## config.mk

```make
export PLATFORM = sky130hd
export DESIGN_NAME = fioc_overflow_flag_check
export DESIGN_NICKNAME = d
export VERILOG_FILES = /design/src/common/fioc_pkg.sv /design/src/hdl/fioc_rounder.sv /design/src/hdl/fioc_overflow_flag_check.sv
export SDC_FILE = /design/constraint.sdc
export NUM_CORES = 1
export LEC_CHECK = 0
export ABC_AREA = 1
export BUFFER_PORTS_ARGS = -buffer_cell sky130_fd_sc_hd__buf_2
export CAP_MARGIN = 10
export CORE_MARGIN = 2
export CORE_UTILIZATION = 63
export DETAILED_ROUTE_END_ITERATION = 7
export PLACE_DENSITY = 0.86
export SYNTH_ARGS = -nofsm -noshare
export SYNTH_HDL_FRONTEND = slang
export SYNTH_HIERARCHICAL = 1
export SYNTH_SLANG_ARGS = --single-unit
```

## constraint.sdc

```tcl
create_clock -name clk -period 34.7 [get_ports clk]
set_input_delay 0 -clock clk [delete_from_list [all_inputs] [get_ports clk]]
set_output_delay 0 -clock clk [all_outputs]
set_load 0.05 [all_outputs]
```

## src/common/fioc_pkg.sv

```systemverilog
// constants and types shared by the overflow-check back end
package fioc_pkg;

	// ----------------------------------------------------------------
	// datapath widths
	// ----------------------------------------------------------------
	localparam int EXP_W      = 16;
	localparam int BEXP_W     = 15;
	localparam int MANT_IN_W  = 67;
	localparam int MANT_OUT_W = 64;
	localparam int CMD_W      = 16;
	localparam int ADDR_W     = 32;
	localparam int REG_AW     = 8;
	localparam int DATA_W     = 32;
	localparam int EXC_W      = 3;

	// ----------------------------------------------------------------
	// rounding precision encodings and their mantissa widths
	// ----------------------------------------------------------------
	localparam logic [1:0] ROUNDING_PRECISION_FIELD_EXT = 2'h0;
	localparam logic [1:0] ROUNDING_PRECISION_FIELD_SGL = 2'h1;
	localparam logic [1:0] ROUNDING_PRECISION_FIELD_DBL = 2'h2;
	localparam int ROUNDING_PRECISION_FIELD_EXT_BITS = 64;
	localparam int ROUNDING_PRECISION_FIELD_DBL_BITS = 53;
	localparam int ROUNDING_PRECISION_FIELD_SGL_BITS = 24;
	localparam logic [6:0] RND_LSB_EXT = 7'(MANT_IN_W - ROUNDING_PRECISION_FIELD_EXT_BITS);
	localparam logic [6:0] RND_LSB_DBL = 7'(MANT_IN_W - ROUNDING_PRECISION_FIELD_DBL_BITS);
	localparam logic [6:0] RND_LSB_SGL = 7'(MANT_IN_W - ROUNDING_PRECISION_FIELD_SGL_BITS);

	// ----------------------------------------------------------------
	// unbiased exponent limits, extended bias
	// ----------------------------------------------------------------
	localparam logic [15:0] EXT_BIAS    = 16'h3fff;
	localparam logic [15:0] EXP_MAX_EXT = 16'h4000;
	localparam logic [15:0] EXP_MAX_DBL = 16'h0400;
	localparam logic [15:0] EXP_MAX_SGL = 16'h0080;
	localparam logic [15:0] EXP_MIN_EXT = 16'hc002;
	localparam logic [15:0] EXP_MIN_DBL = 16'hfc02;
	localparam logic [15:0] EXP_MIN_SGL = 16'hff82;
	localparam logic [15:0] EXP_MAX_INT = 16'h001f;
	localparam logic [15:0] EXP_ONE     = 16'h0001;

	// ----------------------------------------------------------------
	// destination kinds and formats
	// ----------------------------------------------------------------
	localparam logic [1:0] DST_FPREG  = 2'h0;
	localparam logic [1:0] DST_MEM    = 2'h1;
	localparam logic [1:0] DST_INTREG = 2'h2;
	localparam logic [2:0] FMT_SGL    = 3'h0;
	localparam logic [2:0] FMT_DBL    = 3'h1;
	localparam logic [2:0] FMT_EXT    = 3'h2;
	localparam logic [3:0] FRAME_FMT_NONE  = 4'h0;
	localparam logic [3:0] FRAME_FMT_OPERAND_ERROR_EXCEPTION = 4'h3;

	// ----------------------------------------------------------------
	// register map and field positions
	// ----------------------------------------------------------------
	localparam logic [7:0] OFF_CTRL   = 8'h00;
	localparam logic [7:0] OFF_STATUS = 8'h04;
	localparam logic [7:0] OFF_CLEAR  = 8'h08;
	localparam logic [7:0] OFF_ENABLE = 8'h0c;
	localparam logic [7:0] OFF_CMD    = 8'h10;
	localparam logic [7:0] OFF_EA     = 8'h14;
	localparam logic [7:0] OFF_IADDR  = 8'h18;
	localparam int EXC_OPERAND_ERROR_EXCEPTION_BIT = 0;
	localparam int EXC_UNFL_BIT  = 1;
	localparam int EXC_OVERFLOW_FLAG_BIT  = 2;
	localparam logic [1:0] CTRL_ROUNDING_PRECISION_FIELD_RST = ROUNDING_PRECISION_FIELD_EXT;
	localparam logic [2:0] EXC_RST       = 3'h0;

	// ----------------------------------------------------------------
	// sequencer states
	// ----------------------------------------------------------------
	typedef enum logic [4:0] {
		ST_IDLE  = 5'h01,
		ST_UNFL  = 5'h02,
		ST_ROUND = 5'h04,
		ST_OVERFLOW_FLAG  = 5'h08,
		ST_EXCW  = 5'h10
	} fioc_state_e;

endpackage : fioc_pkg

```

## src/hdl/fioc_rounder.sv

```systemverilog
// round-to-nearest-even mantissa rounder with registered result
`timescale 1ns/10ps
module fioc_rounder
	import fioc_pkg::*;
(
	input  wire logic                  clk,
	input  wire logic                  rst,
	input  wire logic                  start,
	input  wire logic [MANT_IN_W-1:0]  mant_in,
	input  wire logic [EXP_W-1:0]      exp_in,
	input  wire logic [1:0]            rounding_precision_field_in,
	output logic                       done_q,
	output logic [MANT_OUT_W-1:0]      mant_q,
	output logic [EXP_W-1:0]           exp_q
);

	typedef struct packed {
		logic                  done;
		logic [MANT_OUT_W-1:0] mant;
		logic [EXP_W-1:0]      exp;
	} fioc_rnd_s;

	fioc_rnd_s q, n;
	logic [MANT_IN_W:0] one, below, ext_in, trunc, sum;
	logic               rnd;

	function automatic logic [6:0] lsb_pos(input logic [1:0] p);
		case (p)
			ROUNDING_PRECISION_FIELD_SGL: lsb_pos = RND_LSB_SGL;
			ROUNDING_PRECISION_FIELD_DBL: lsb_pos = RND_LSB_DBL;
			default:  lsb_pos = RND_LSB_EXT;
		endcase
	endfunction : lsb_pos

	// ----------------------------------------------------------------
	// rounding
	// ----------------------------------------------------------------
	always_comb begin
		n      = q;
		n.done = start;
		ext_in = {1'b0, mant_in};
		one    = (MANT_IN_W+1)'(1) << lsb_pos(rounding_precision_field_in);
		below  = one - (MANT_IN_W+1)'(1);
		// bits below the precision are forced to zero
		trunc  = ext_in & ~below;
		// guard set and (sticky or odd lsb) rounds up
		rnd    = (|(ext_in & (one >> 1))) && ((|(ext_in & (below >> 1))) || (|(ext_in & one)));
		sum    = rnd ? trunc + one : trunc;
		if (start) begin
			if (sum[MANT_IN_W]) begin
				// carry out renormalises; lower bits are all zero here
				n.mant = sum[MANT_IN_W:MANT_IN_W-MANT_OUT_W+1];
				n.exp  = exp_in + EXP_ONE;
			end else begin
				n.mant = sum[MANT_IN_W-1:MANT_IN_W-MANT_OUT_W];
				n.exp  = exp_in;
			end
		end
	end

	always_ff @(posedge clk or posedge rst) begin
		if (rst) begin
			q <= '0;
		end else begin
			q <= n;
		end
	end

	assign done_q = q.done;
	assign mant_q = q.mant;
	assign exp_q  = q.exp;

endmodule : fioc_rounder

```

## src/hdl/fioc_overflow_flag_check.sv

```systemverilog
// floating-point back end: underflow check, rounding, overflow check, store
//
// Our own choices: the plain strobed port and the register addresses.
`timescale 1ns/10ps

// Functional notes
// - intermediate exponent is a 16-bit twos-complement integer
// - exponent is converted to 15-bit biased form before register store
// - 67-bit mantissa kept, rounded to at most 64 bits
// - register results in extended format, bits below precision forced zero
// - overflow when exponent reaches the selected precision maximum
// - only single, double, extended overflow; other formats raise operand error
// - order: underflow check, round, overflow check, then store
// - overflow sets the overflow bit of the exception status byte
// - overflow against rounding precision even if extended would fit
// - overflow exception is nonmaskable and always taken
// - register destination left unchanged on overflow, exception reported
// - memory or integer destination written, post-instruction exception at once
// - operand error records the command in the saved frame field
// - operand error to memory supplies effective address, frame format 3
// - instruction address register points at the instruction word
module fioc_overflow_flag_check
	import fioc_pkg::*;
(
	input  wire logic                  clk,
	input  wire logic                  rst,
	input  wire logic                  op_valid,
	input  wire logic                  op_sign,
	input  wire logic [EXP_W-1:0]      op_exp,
	input  wire logic [MANT_IN_W-1:0]  op_mant,
	input  wire logic [1:0]            op_dest,
	input  wire logic [2:0]            op_fmt,
	input  wire logic [CMD_W-1:0]      op_cmd,
	input  wire logic [ADDR_W-1:0]     op_ea,
	input  wire logic [ADDR_W-1:0]     op_iaddr,
	input  wire logic                  exc_ack,
	input  wire logic [REG_AW-1:0]     reg_addr,
	input  wire logic [DATA_W-1:0]     reg_wdata,
	input  wire logic                  reg_wr,
	input  wire logic                  reg_rd,
	output logic                       op_ready_q,
	output logic                       res_wr_q,
	output logic [1:0]                 res_dest_q,
	output logic                       res_sign_q,
	output logic [BEXP_W-1:0]          res_exp_q,
	output logic [MANT_OUT_W-1:0]      res_mant_q,
	output logic                       overflow_flag_exc_q,
	output logic                       operand_error_exception_exc_q,
	output logic                       exc_post_q,
	output logic [3:0]                 frame_fmt_q,
	output logic                       irq_q,
	output logic [DATA_W-1:0]          reg_rdata_q
);

	typedef struct packed {
		fioc_state_e           st;
		logic [1:0]            ctrl_rounding_precision_field;
		logic [EXC_W-1:0]      exception_status_byte;
		logic [EXC_W-1:0]      en;
		logic [CMD_W-1:0]      cmd;
		logic [ADDR_W-1:0]     ea;
		logic [ADDR_W-1:0]     iaddr;
		logic [ADDR_W-1:0]     op_ea;
		logic                  sign;
		logic [EXP_W-1:0]      exp;
		logic [MANT_IN_W-1:0]  mant;
		logic [1:0]            dest;
		logic [2:0]            fmt;
		logic [1:0]            psel;
		logic [EXP_W-1:0]      rexp;
		logic [MANT_OUT_W-1:0] rmant;
		logic                  ready;
		logic                  res_wr;
		logic [1:0]            res_dest;
		logic                  res_sign;
		logic [BEXP_W-1:0]     res_exp;
		logic [MANT_OUT_W-1:0] res_mant;
		logic                  overflow_flag_exc;
		logic                  operand_error_exception_exc;
		logic                  exc_post;
		logic [3:0]            frame_fmt;
		logic                  irq;
		logic [DATA_W-1:0]     rdata;
	} fioc_state_s;

	fioc_state_s            q, n;
	logic                   rnd_start;
	logic                   rnd_done;
	logic [MANT_OUT_W-1:0]  rnd_mant;
	logic [EXP_W-1:0]       rnd_exp;
	logic                   overflow_flag_now;
	logic                   operand_error_exception_now;
	logic [EXC_W-1:0]       exc_set;
	logic [EXC_W-1:0]       exc_clr;

	// ----------------------------------------------------------------
	// helpers
	// ----------------------------------------------------------------
	function automatic logic [15:0] exp_max(input logic [1:0] p);
		case (p)
			ROUNDING_PRECISION_FIELD_SGL: exp_max = EXP_MAX_SGL;
			ROUNDING_PRECISION_FIELD_DBL: exp_max = EXP_MAX_DBL;
			default:  exp_max = EXP_MAX_EXT;
		endcase
	endfunction : exp_max

	function automatic logic [15:0] exp_min(input logic [1:0] p);
		case (p)
			ROUNDING_PRECISION_FIELD_SGL: exp_min = EXP_MIN_SGL;
			ROUNDING_PRECISION_FIELD_DBL: exp_min = EXP_MIN_DBL;
			default:  exp_min = EXP_MIN_EXT;
		endcase
	endfunction : exp_min

	function automatic logic is_float(input logic [2:0] f);
		is_float = (f == FMT_SGL) || (f == FMT_DBL) || (f == FMT_EXT);
	endfunction : is_float

	// register destinations round to the control precision, others to their format, non-float formats to extended
	function automatic logic [1:0] rounding_precision_field_sel(input logic [1:0] d, input logic [2:0] f,
			input logic [1:0] c);
		if (d == DST_FPREG) begin
			rounding_precision_field_sel = c;
		end else begin
			case (f)
				FMT_SGL: rounding_precision_field_sel = ROUNDING_PRECISION_FIELD_SGL;
				FMT_DBL: rounding_precision_field_sel = ROUNDING_PRECISION_FIELD_DBL;
				default: rounding_precision_field_sel = ROUNDING_PRECISION_FIELD_EXT;
			endcase
		end
	endfunction : rounding_precision_field_sel

	// ----------------------------------------------------------------
	// rounder
	// ----------------------------------------------------------------
	fioc_rounder u_rounder (
		.clk     (clk),
		.rst     (rst),
		.start   (rnd_start),
		.mant_in (q.mant),
		.exp_in  (q.exp),
		.rounding_precision_field_in (q.psel),
		.done_q  (rnd_done),
		.mant_q  (rnd_mant),
		.exp_q   (rnd_exp)
	);

	assign rnd_start = (q.st == ST_UNFL);

	// ----------------------------------------------------------------
	// overflow and operand-error decision on the rounded result
	// ----------------------------------------------------------------
	always_comb begin
		overflow_flag_now  = 1'b0;
		operand_error_exception_now = 1'b0;
		if (q.dest == DST_FPREG || is_float(q.fmt)) begin
			overflow_flag_now = $signed(q.rexp) >= $signed(exp_max(q.psel));
		end else begin
			operand_error_exception_now = $signed(q.rexp) >= $signed(EXP_MAX_INT);
		end
	end

	// ----------------------------------------------------------------
	// sequencer and register file
	// ----------------------------------------------------------------
	always_comb begin
		n         = q;
		n.res_wr  = 1'b0;
		exc_set   = '0;
		exc_clr   = '0;
		case (q.st)
			ST_IDLE: begin
				if (op_valid) begin
					n.sign  = op_sign;
					n.exp   = op_exp;
					n.mant  = op_mant;
					n.dest  = op_dest;
					n.fmt   = op_fmt;
					n.op_ea = op_ea;
					n.psel  = rounding_precision_field_sel(op_dest, op_fmt, q.ctrl_rounding_precision_field);
					n.cmd   = op_cmd;
					n.iaddr = op_iaddr;
					n.st    = ST_UNFL;
				end
			end
			ST_UNFL: begin
				// underflow is checked on the unrounded exponent
				exc_set[EXC_UNFL_BIT] = $signed(q.exp) < $signed(exp_min(q.psel));
				n.st = ST_ROUND;
			end
			ST_ROUND: begin
				if (rnd_done) begin
					n.rexp  = rnd_exp;
					n.rmant = rnd_mant;
					n.st    = ST_OVERFLOW_FLAG;
				end
			end
			ST_OVERFLOW_FLAG: begin
				n.res_sign = q.sign;
				n.res_dest = q.dest;
				n.res_exp  = BEXP_W'(q.rexp + EXT_BIAS);
				n.res_mant = q.rmant;
				n.frame_fmt = FRAME_FMT_NONE;
				if (overflow_flag_now) begin
					exc_set[EXC_OVERFLOW_FLAG_BIT] = 1'b1;
					n.overflow_flag_exc = 1'b1;
					// a register destination keeps its old value
					n.res_wr   = (q.dest != DST_FPREG);
					n.exc_post = (q.dest != DST_FPREG);
					n.st       = ST_EXCW;
				end else if (operand_error_exception_now) begin
					exc_set[EXC_OPERAND_ERROR_EXCEPTION_BIT] = 1'b1;
					n.operand_error_exception_exc = 1'b1;
					n.res_wr    = 1'b1;
					n.exc_post  = 1'b1;
					if (q.dest == DST_MEM) begin
						n.ea        = q.op_ea;
						n.frame_fmt = FRAME_FMT_OPERAND_ERROR_EXCEPTION;
					end
					n.st = ST_EXCW;
				end else begin
					n.res_wr = 1'b1;
					n.st     = ST_IDLE;
				end
			end
			ST_EXCW: begin
				// no new operation is accepted until the sequencer takes the exception
				if (exc_ack) begin
					n.overflow_flag_exc  = 1'b0;
					n.operand_error_exception_exc = 1'b0;
					n.exc_post  = 1'b0;
					n.st        = ST_IDLE;
				end
			end
			default: begin
				n.st = ST_IDLE;
			end
		endcase

		if (reg_wr) begin
			case (reg_addr)
				OFF_CTRL:   n.ctrl_rounding_precision_field = reg_wdata[1:0];
				OFF_CLEAR:  exc_clr     = reg_wdata[EXC_W-1:0];
				OFF_ENABLE: n.en        = reg_wdata[EXC_W-1:0];
				default:    n.en        = n.en;
			endcase
		end
		// a flag raised in the clearing cycle survives
		n.exception_status_byte   = (q.exception_status_byte & ~exc_clr) | exc_set;
		n.irq   = |(n.exception_status_byte & n.en);
		n.ready = (n.st == ST_IDLE);

		n.rdata = '0;
		if (reg_rd) begin
			case (reg_addr)
				OFF_CTRL:   n.rdata = DATA_W'(q.ctrl_rounding_precision_field);
				OFF_STATUS: n.rdata = DATA_W'(q.exception_status_byte);
				OFF_ENABLE: n.rdata = DATA_W'(q.en);
				OFF_CMD:    n.rdata = DATA_W'(q.cmd);
				OFF_EA:     n.rdata = q.ea;
				OFF_IADDR:  n.rdata = q.iaddr;
				default:    n.rdata = '0;
			endcase
		end
	end

	always_ff @(posedge clk or posedge rst) begin
		if (rst) begin
			q           <= '0;
			q.st        <= ST_IDLE;
			q.ctrl_rounding_precision_field <= CTRL_ROUNDING_PRECISION_FIELD_RST;
			q.exception_status_byte       <= EXC_RST;
			q.en        <= EXC_RST;
			q.ready     <= 1'b1;
			q.frame_fmt <= FRAME_FMT_NONE;
		end else begin
			q <= n;
		end
	end

	assign op_ready_q  = q.ready;
	assign res_wr_q    = q.res_wr;
	assign res_dest_q  = q.res_dest;
	assign res_sign_q  = q.res_sign;
	assign res_exp_q   = q.res_exp;
	assign res_mant_q  = q.res_mant;
	assign overflow_flag_exc_q  = q.overflow_flag_exc;
	assign operand_error_exception_exc_q = q.operand_error_exception_exc;
	assign exc_post_q  = q.exc_post;
	assign frame_fmt_q = q.frame_fmt;
	assign irq_q       = q.irq;
	assign reg_rdata_q = q.rdata;
endmodule : fioc_overflow_flag_check

```

Word-level counts from Yosys, hierarchy flattened. Cells that the tools add are included.

Flip-flop bits (word level): 501. Bits in latches: 0. Bits in writable memories: 0. Memory bits (read-only): 0. Output and inout port bits: 124. Word-level logic and storage cells: 134. Memories: 0.

Add/sub/neg operators: 4. Multiply operators: 0. Divide/modulo/power cells: 0. $lt $le $gt $ge: 3. Eq/ne operators: 23. Shifts and indexed selects: 1. Multiplexer cells: 39. Bitwise gates (word level): 10. Reductions and logical operators: 23.

Operators with widths (number): $reduce_or 68->1 (3); $pmux 32 s6 (1); $and 67x68->68 (2); $and 67x67->67 (2); $mux 83 (1); $mux 80 (1); $add 68x68->68 (1); $mux 68 (1); $not 68->68 (1); $shl 1x6->68 const A (1); $sub 68x1->68 const B (1); $mux 16 (2); $mux 32 (1); $pmux 15 s2 (1); $pmux 14 s2 (1); $mux 5 (5); $pmux 5 s5 (1); $eq 8x5->1 const B (3); $add 16x1->16 const B (1); $eq 8x4->1 const B (2); $ge 16x16->1 (1); $ge 16x6->1 const B (1); $lt 16x16->1 (1); $add 15x14->15 const B (1); 34 further kinds (67).

Logic depth before layout (Yosys ltp).
Depth after elaboration: 12. Depth in mapped cells: 24.

Cells and area by module. The synthesis kept the hierarchy.

Modules (own cells, without submodules): fioc_overflow_flag_check (instances 1, cells an instance 1717, area an instance 17695.7 sq um, seq. area each 10437.5 sq um); fioc_rounder (instances 1, cells an instance 1376, area an instance 7988.9 sq um, seq. area each 2026.9 sq um).

Least setup slack after synthesis. Ideal clock, no wire load.

Path kind: reg-to-reg. From: register q[205] (netlist name). To: register u_rounder.q (netlist bit u_rounder/mant_q[47]). Setup time: 116 ps. Arrival time: 2895 ps. Required time: 34584 ps. Slack: 31689 ps. Stages on the path, launching flop included: 22. Path buffers: 4. Period minus slack after synthesis: 3011 ps. Cell sequence: dfrtp_1 inv_1 ha_1 buf_6 buf_6 buf_6 nor4_1 ha_1 inv_1 nor2_1 nand3_2 nor2_1 nand2_1 nand2_1 nand3_2 nand2_4 nand3_2 nand2_1 inv_2 buf_4 nand2_1 nand2_1.

Cells in the longest elaborated chain, start to end: 10. Elaborated cells on any way between the ends: 18. Classes of those cells: 2 x add/sub; 2 x eq/ne; 1 x shift; 3 x mux; 5 x bitwise; 5 x reduce/logical.

RTL lines: start, declared (line fioc_overflow_flag_check.sv:86) `fioc_state_s q, n;`; start signal, assigned (line fioc_overflow_flag_check.sv:277) `q <= n;`; $eq 2x2->1 or $eq 2x1->1 (tied branches) (line fioc_rounder.sv:28) `case (p)`; $pmux 6 s2 (*) (line fioc_rounder.sv:28); $shl 1x6->68 (*) (line fioc_rounder.sv:42) `one = (MANT_IN_W+1)'(1) << lsb_pos(rounding_precision_field_in);`; parallel branches: the longest is 5 deep, another holds $sub 68x1->68; $mux 68 (*) (line fioc_rounder.sv:48) `sum = rnd ? trunc + one : trunc;`; $mux 80 (*) (line fioc_rounder.sv:50) `if (sum[MANT_IN_W]) begin`; end signal, assigned (line fioc_rounder.sv:65) `q <= n;`; end, declared (line fioc_rounder.sv:23) `fioc_rnd_s q, n;`.

Every way passes the cells marked *. A chain may end at the register's enable or synchronous reset.

Worst setup path in the final report.
From: register q[205] (netlist name). To: register u_rounder.q (netlist bit u_rounder/mant_q[33]).

Same word-level chain as after synthesis.

==> impl_metrics.env <==
export IMPL_run_status="complete, no violations"
export IMPL_ys_seq_elements=498
export IMPL_htree_levels=2
export IMPL_async_flop_share=1.00
export IMPL_min_path_type="primary input to async pin"
export IMPL_worstSetupStartpointType="register"
export IMPL_powerDensity_nw_per_um2=81.1
export IMPL_root_buffer="clkbuf_16"
export IMPL_path_clk_slew_ns=0.07
export IMPL_drt_total_wl_mm=85.1
export IMPL_crit_type="register to register"
export IMPL_wl_per_cell_um=21.2
export IMPL_core_um2=40000
export IMPL_grt_setup_unrepaired="false"
export IMPL_cts_tree="yes"
export IMPL_grt_usage=0.409
export IMPL_post_cts_setup_buffers=0
export IMPL_p_comb_frac=0.390
export IMPL_fin_tns_setup_ns=0
export IMPL_viasPerCell=5.97
export IMPL_max_vdd_ir_drop_mv=0.0600
export IMPL_io_buffers=307
export IMPL_clk_latency_ns=0.63
export IMPL_synth_edff_count=0
export IMPL_p_sw_frac=0.431
export IMPL_post_place_cells=3703
export IMPL_cap_violations=0
export IMPL_clock_sinks=498
export IMPL_overflow=0
export IMPL_crit_fanout=51
export IMPL_end_kind="register"
export IMPL_drt_initial_drc_count=3328
export IMPL_drc=0
export IMPL_drive_above_1_share=0.182
export IMPL_crit_required_ns=35.17
export IMPL_ff_latch_area_um2=12500
export IMPL_ios=339
export IMPL_mostFrequentLayoutCells="nand2_1, dfrtp_1, inv_1, buf_2, o21ai_0"
export IMPL_setup_viol=0
export IMPL_fillers=2572
export IMPL_clockBufferDepth=3
export IMPL_avgSynthCellArea_um2=8.30
export IMPL_vias=23900
export IMPL_synth_distinct_cells=52
export IMPL_timing_final_crit_share=0.146
export IMPL_timing_fmax_ghz=0.197
export IMPL_die_area_um2=42400
export IMPL_die_y_um=206
export IMPL_worst_pin_slew_ns=1.14
export IMPL_synthFlopType="dfrtp_1"
export IMPL_cts_buffers_inserted=50
export IMPL_hold_viol_final=0
export IMPL_fp_dieW_um=206
export IMPL_place_area_um2=26400
export IMPL_min_period_ns=5.08
export IMPL_switchingPower_mw=1.06
export IMPL_grt_start_max_net_pins=175
export IMPL_grt_pass1_vias=23500
export IMPL_multi_input_area_um2=10400
export IMPL_nets=3672
export IMPL_yosysWarnings=6
export IMPL_fin_area_um2=30300
export IMPL_p_int_mw=1.40
export IMPL_gp_congestion=0.944
export IMPL_start_util=0.642
export IMPL_grt_pass1_wl_mm=132
export IMPL_yosysSeqAreaShare=0.485
export IMPL_seq_power_share=0.364
export IMPL_netlist_instances=3093
export IMPL_clockPowerShare=0.245
export IMPL_antenna_found_initial=11
export IMPL_num_rows=73
export IMPL_relSlewSlack=0.237
export IMPL_syn_area_um2=25700
export IMPL_layout_commonest_cell="nand2_1"
export IMPL_place_hpwl_mm=49.1
export IMPL_drt_first_pass_iters=7
export IMPL_syn_to_final_growth_pct=17.9
export IMPL_skew_ns=0.0627
export IMPL_leakage_nw=14.9
export IMPL_ant_nets=0
export IMPL_fin_cells=4007
export IMPL_report_final_slew_viol_count=0
export IMPL_final_util=0.757
export IMPL_cp_arrival_ns=5.56
[final timing paths]
check | start | endpoint | slack, ns | cells after the start
hold reg to reg | u_rounder/mant_q[17]$_DFFE_PP0P_ | q[141]$_DFFE_PP0P_ | 0.48 | 2
min in group clk | reg_addr[1] | q[408]$_DFF_PP0_ | 0.07 | 6
setup reg to reg | q[205]$_DFFE_PP0P_ | u_rounder/mant_q[33]$_DFFE_PP0P_ | 29.62 | 22
hold / removal | rst | q[132]$_DFFE_PP0P_ | 0.07 | 3
setup / recovery | q[205]$_DFFE_PP0P_ | u_rounder/mant_q[33]$_DFFE_PP0P_ | 29.62 | 22
max in group asynchronous | rst | res_mant_q[61]$_DFFE_PP0P_ | 33.32 | 4
[flip-flops by register name, summed over array words and instances (netlist names)]
name                           flops
res_exp_q                         15
op_ready_q                         1
u_rounder/exp_q                   16
u_rounder/done_q                   1
frame_fmt_q                        1
res_sign_q                         1
reg_rdata_q                       32
u_rounder/mant_q                  64
res_wr_q                           1
res_mant_q                        64
exc_post_q                         1
res_dest_q                         2
operand_error_exception_exc_q      1
irq_q                              1
overflow_flag_exc_q                1
q                                296
[cells in the mapped netlist (all sizes together) (4+ instances only)]
| library cell | instances | share of area |
|---|---|---|
| nand4 | 45 | 0.012 |
| or2 | 4 | 0.00097 |
| a31oi | 10 | 0.0024 |
| mux2 | 112 | 0.049 |
| nor3 | 33 | 0.0074 |
| inv | 324 | 0.047 |
| nand3 | 230 | 0.046 |
| xor2 | 34 | 0.012 |
| buf | 200 | 0.059 |
| dfrtp | 496 | 0.48 |
| ha | 24 | 0.012 |
| a21oi | 38 | 0.0076 |
| nor2 | 228 | 0.038 |
| nor4 | 5 | 0.0012 |
| xnor2 | 11 | 0.0038 |
| nand3b | 20 | 0.0058 |
| clkbuf | 40 | 0.0059 |
| nand2 | 925 | 0.14 |
| a221oi | 8 | 0.0027 |
| o21ai | 292 | 0.060 |
[layout make-up]
class / count / share of cell area
flip-flops and latches: 498 / 0.412
multi-input cells: 2032 / 0.342
repair buffers: 527 / 0.123
clock buffers: 69 / 0.0483
inverters: 324 / 0.0404
well taps: 525 / 0.0217
clock inverters: 23 / 0.0122
diodes: 9 / 0.000744
[per-stage QoR]
step	hold slack [ns]	power [mW]	worst slack, ns
after floorplan	0.121	1.50	23.10
after global placement	0.121	1.70	29.98
after detailed placement	0.144	1.74	29.83
after CTS	0.0102	2.37	29.79
after global routing	0.114	2.57	29.28
final	0.0713	2.46	29.62
[logic make-up after synthesis]
logic type,Yosys count,synth area share
compound gates,357,0.0757
xor+xnor,45,0.0153
fa+ha+maj,24,0.0117
buf+inv,564,0.112
flops,498,0.485
mux,112,0.0491
other cells,1,0.000146
simple gates,1492,0.251
[power by group through the flow]
stage          Clock, mW  Combinational, mW  Sequential, mW
2_1_floorplan          0              0.666           0.834
3_3_place_gp           0              0.831           0.874
3_5_place_dp           0              0.857           0.880
4_1_cts            0.595              0.901           0.876
5_1_grt            0.625               1.03           0.906
6_report           0.602              0.959           0.895
[routing by layer]
metal | wire, µm | global-route usage
met5 | 100 | 0.0179
met4 | 5260 | 0.209
met3 | 8900 | 0.122
met2 | 38000 | 0.622
met1 | 32900 | 0.532
[critical path: stages (launching register included)]
cell and delay, ns:
dfrtp_1 0.48, inv_1 0.12, ha_1 0.19, buf_4 0.29, inv_2 0.44, nand2_1 0.21
inv_1 0.13, ha_1 0.19, inv_1 0.06, nor2_1 0.24, inv_1 0.14, o22ai_2 0.23
inv_1 0.07, nand2_1 0.11, inv_1 0.05, nand2_1 0.11, nand3_2 0.11, nand2_4 0.14
nand3_2 0.78, nand2_1 0.36, inv_2 0.19, nand2_1 0.13, nand3_1 0.10
[what timing repair did]
item / CTS / global route
hold buffers: 202 / 0
hold endpoints to repair: 368 / 0
resized for setup: 0 / 0
Note: power is estimated with default switching activity, not from simulation.
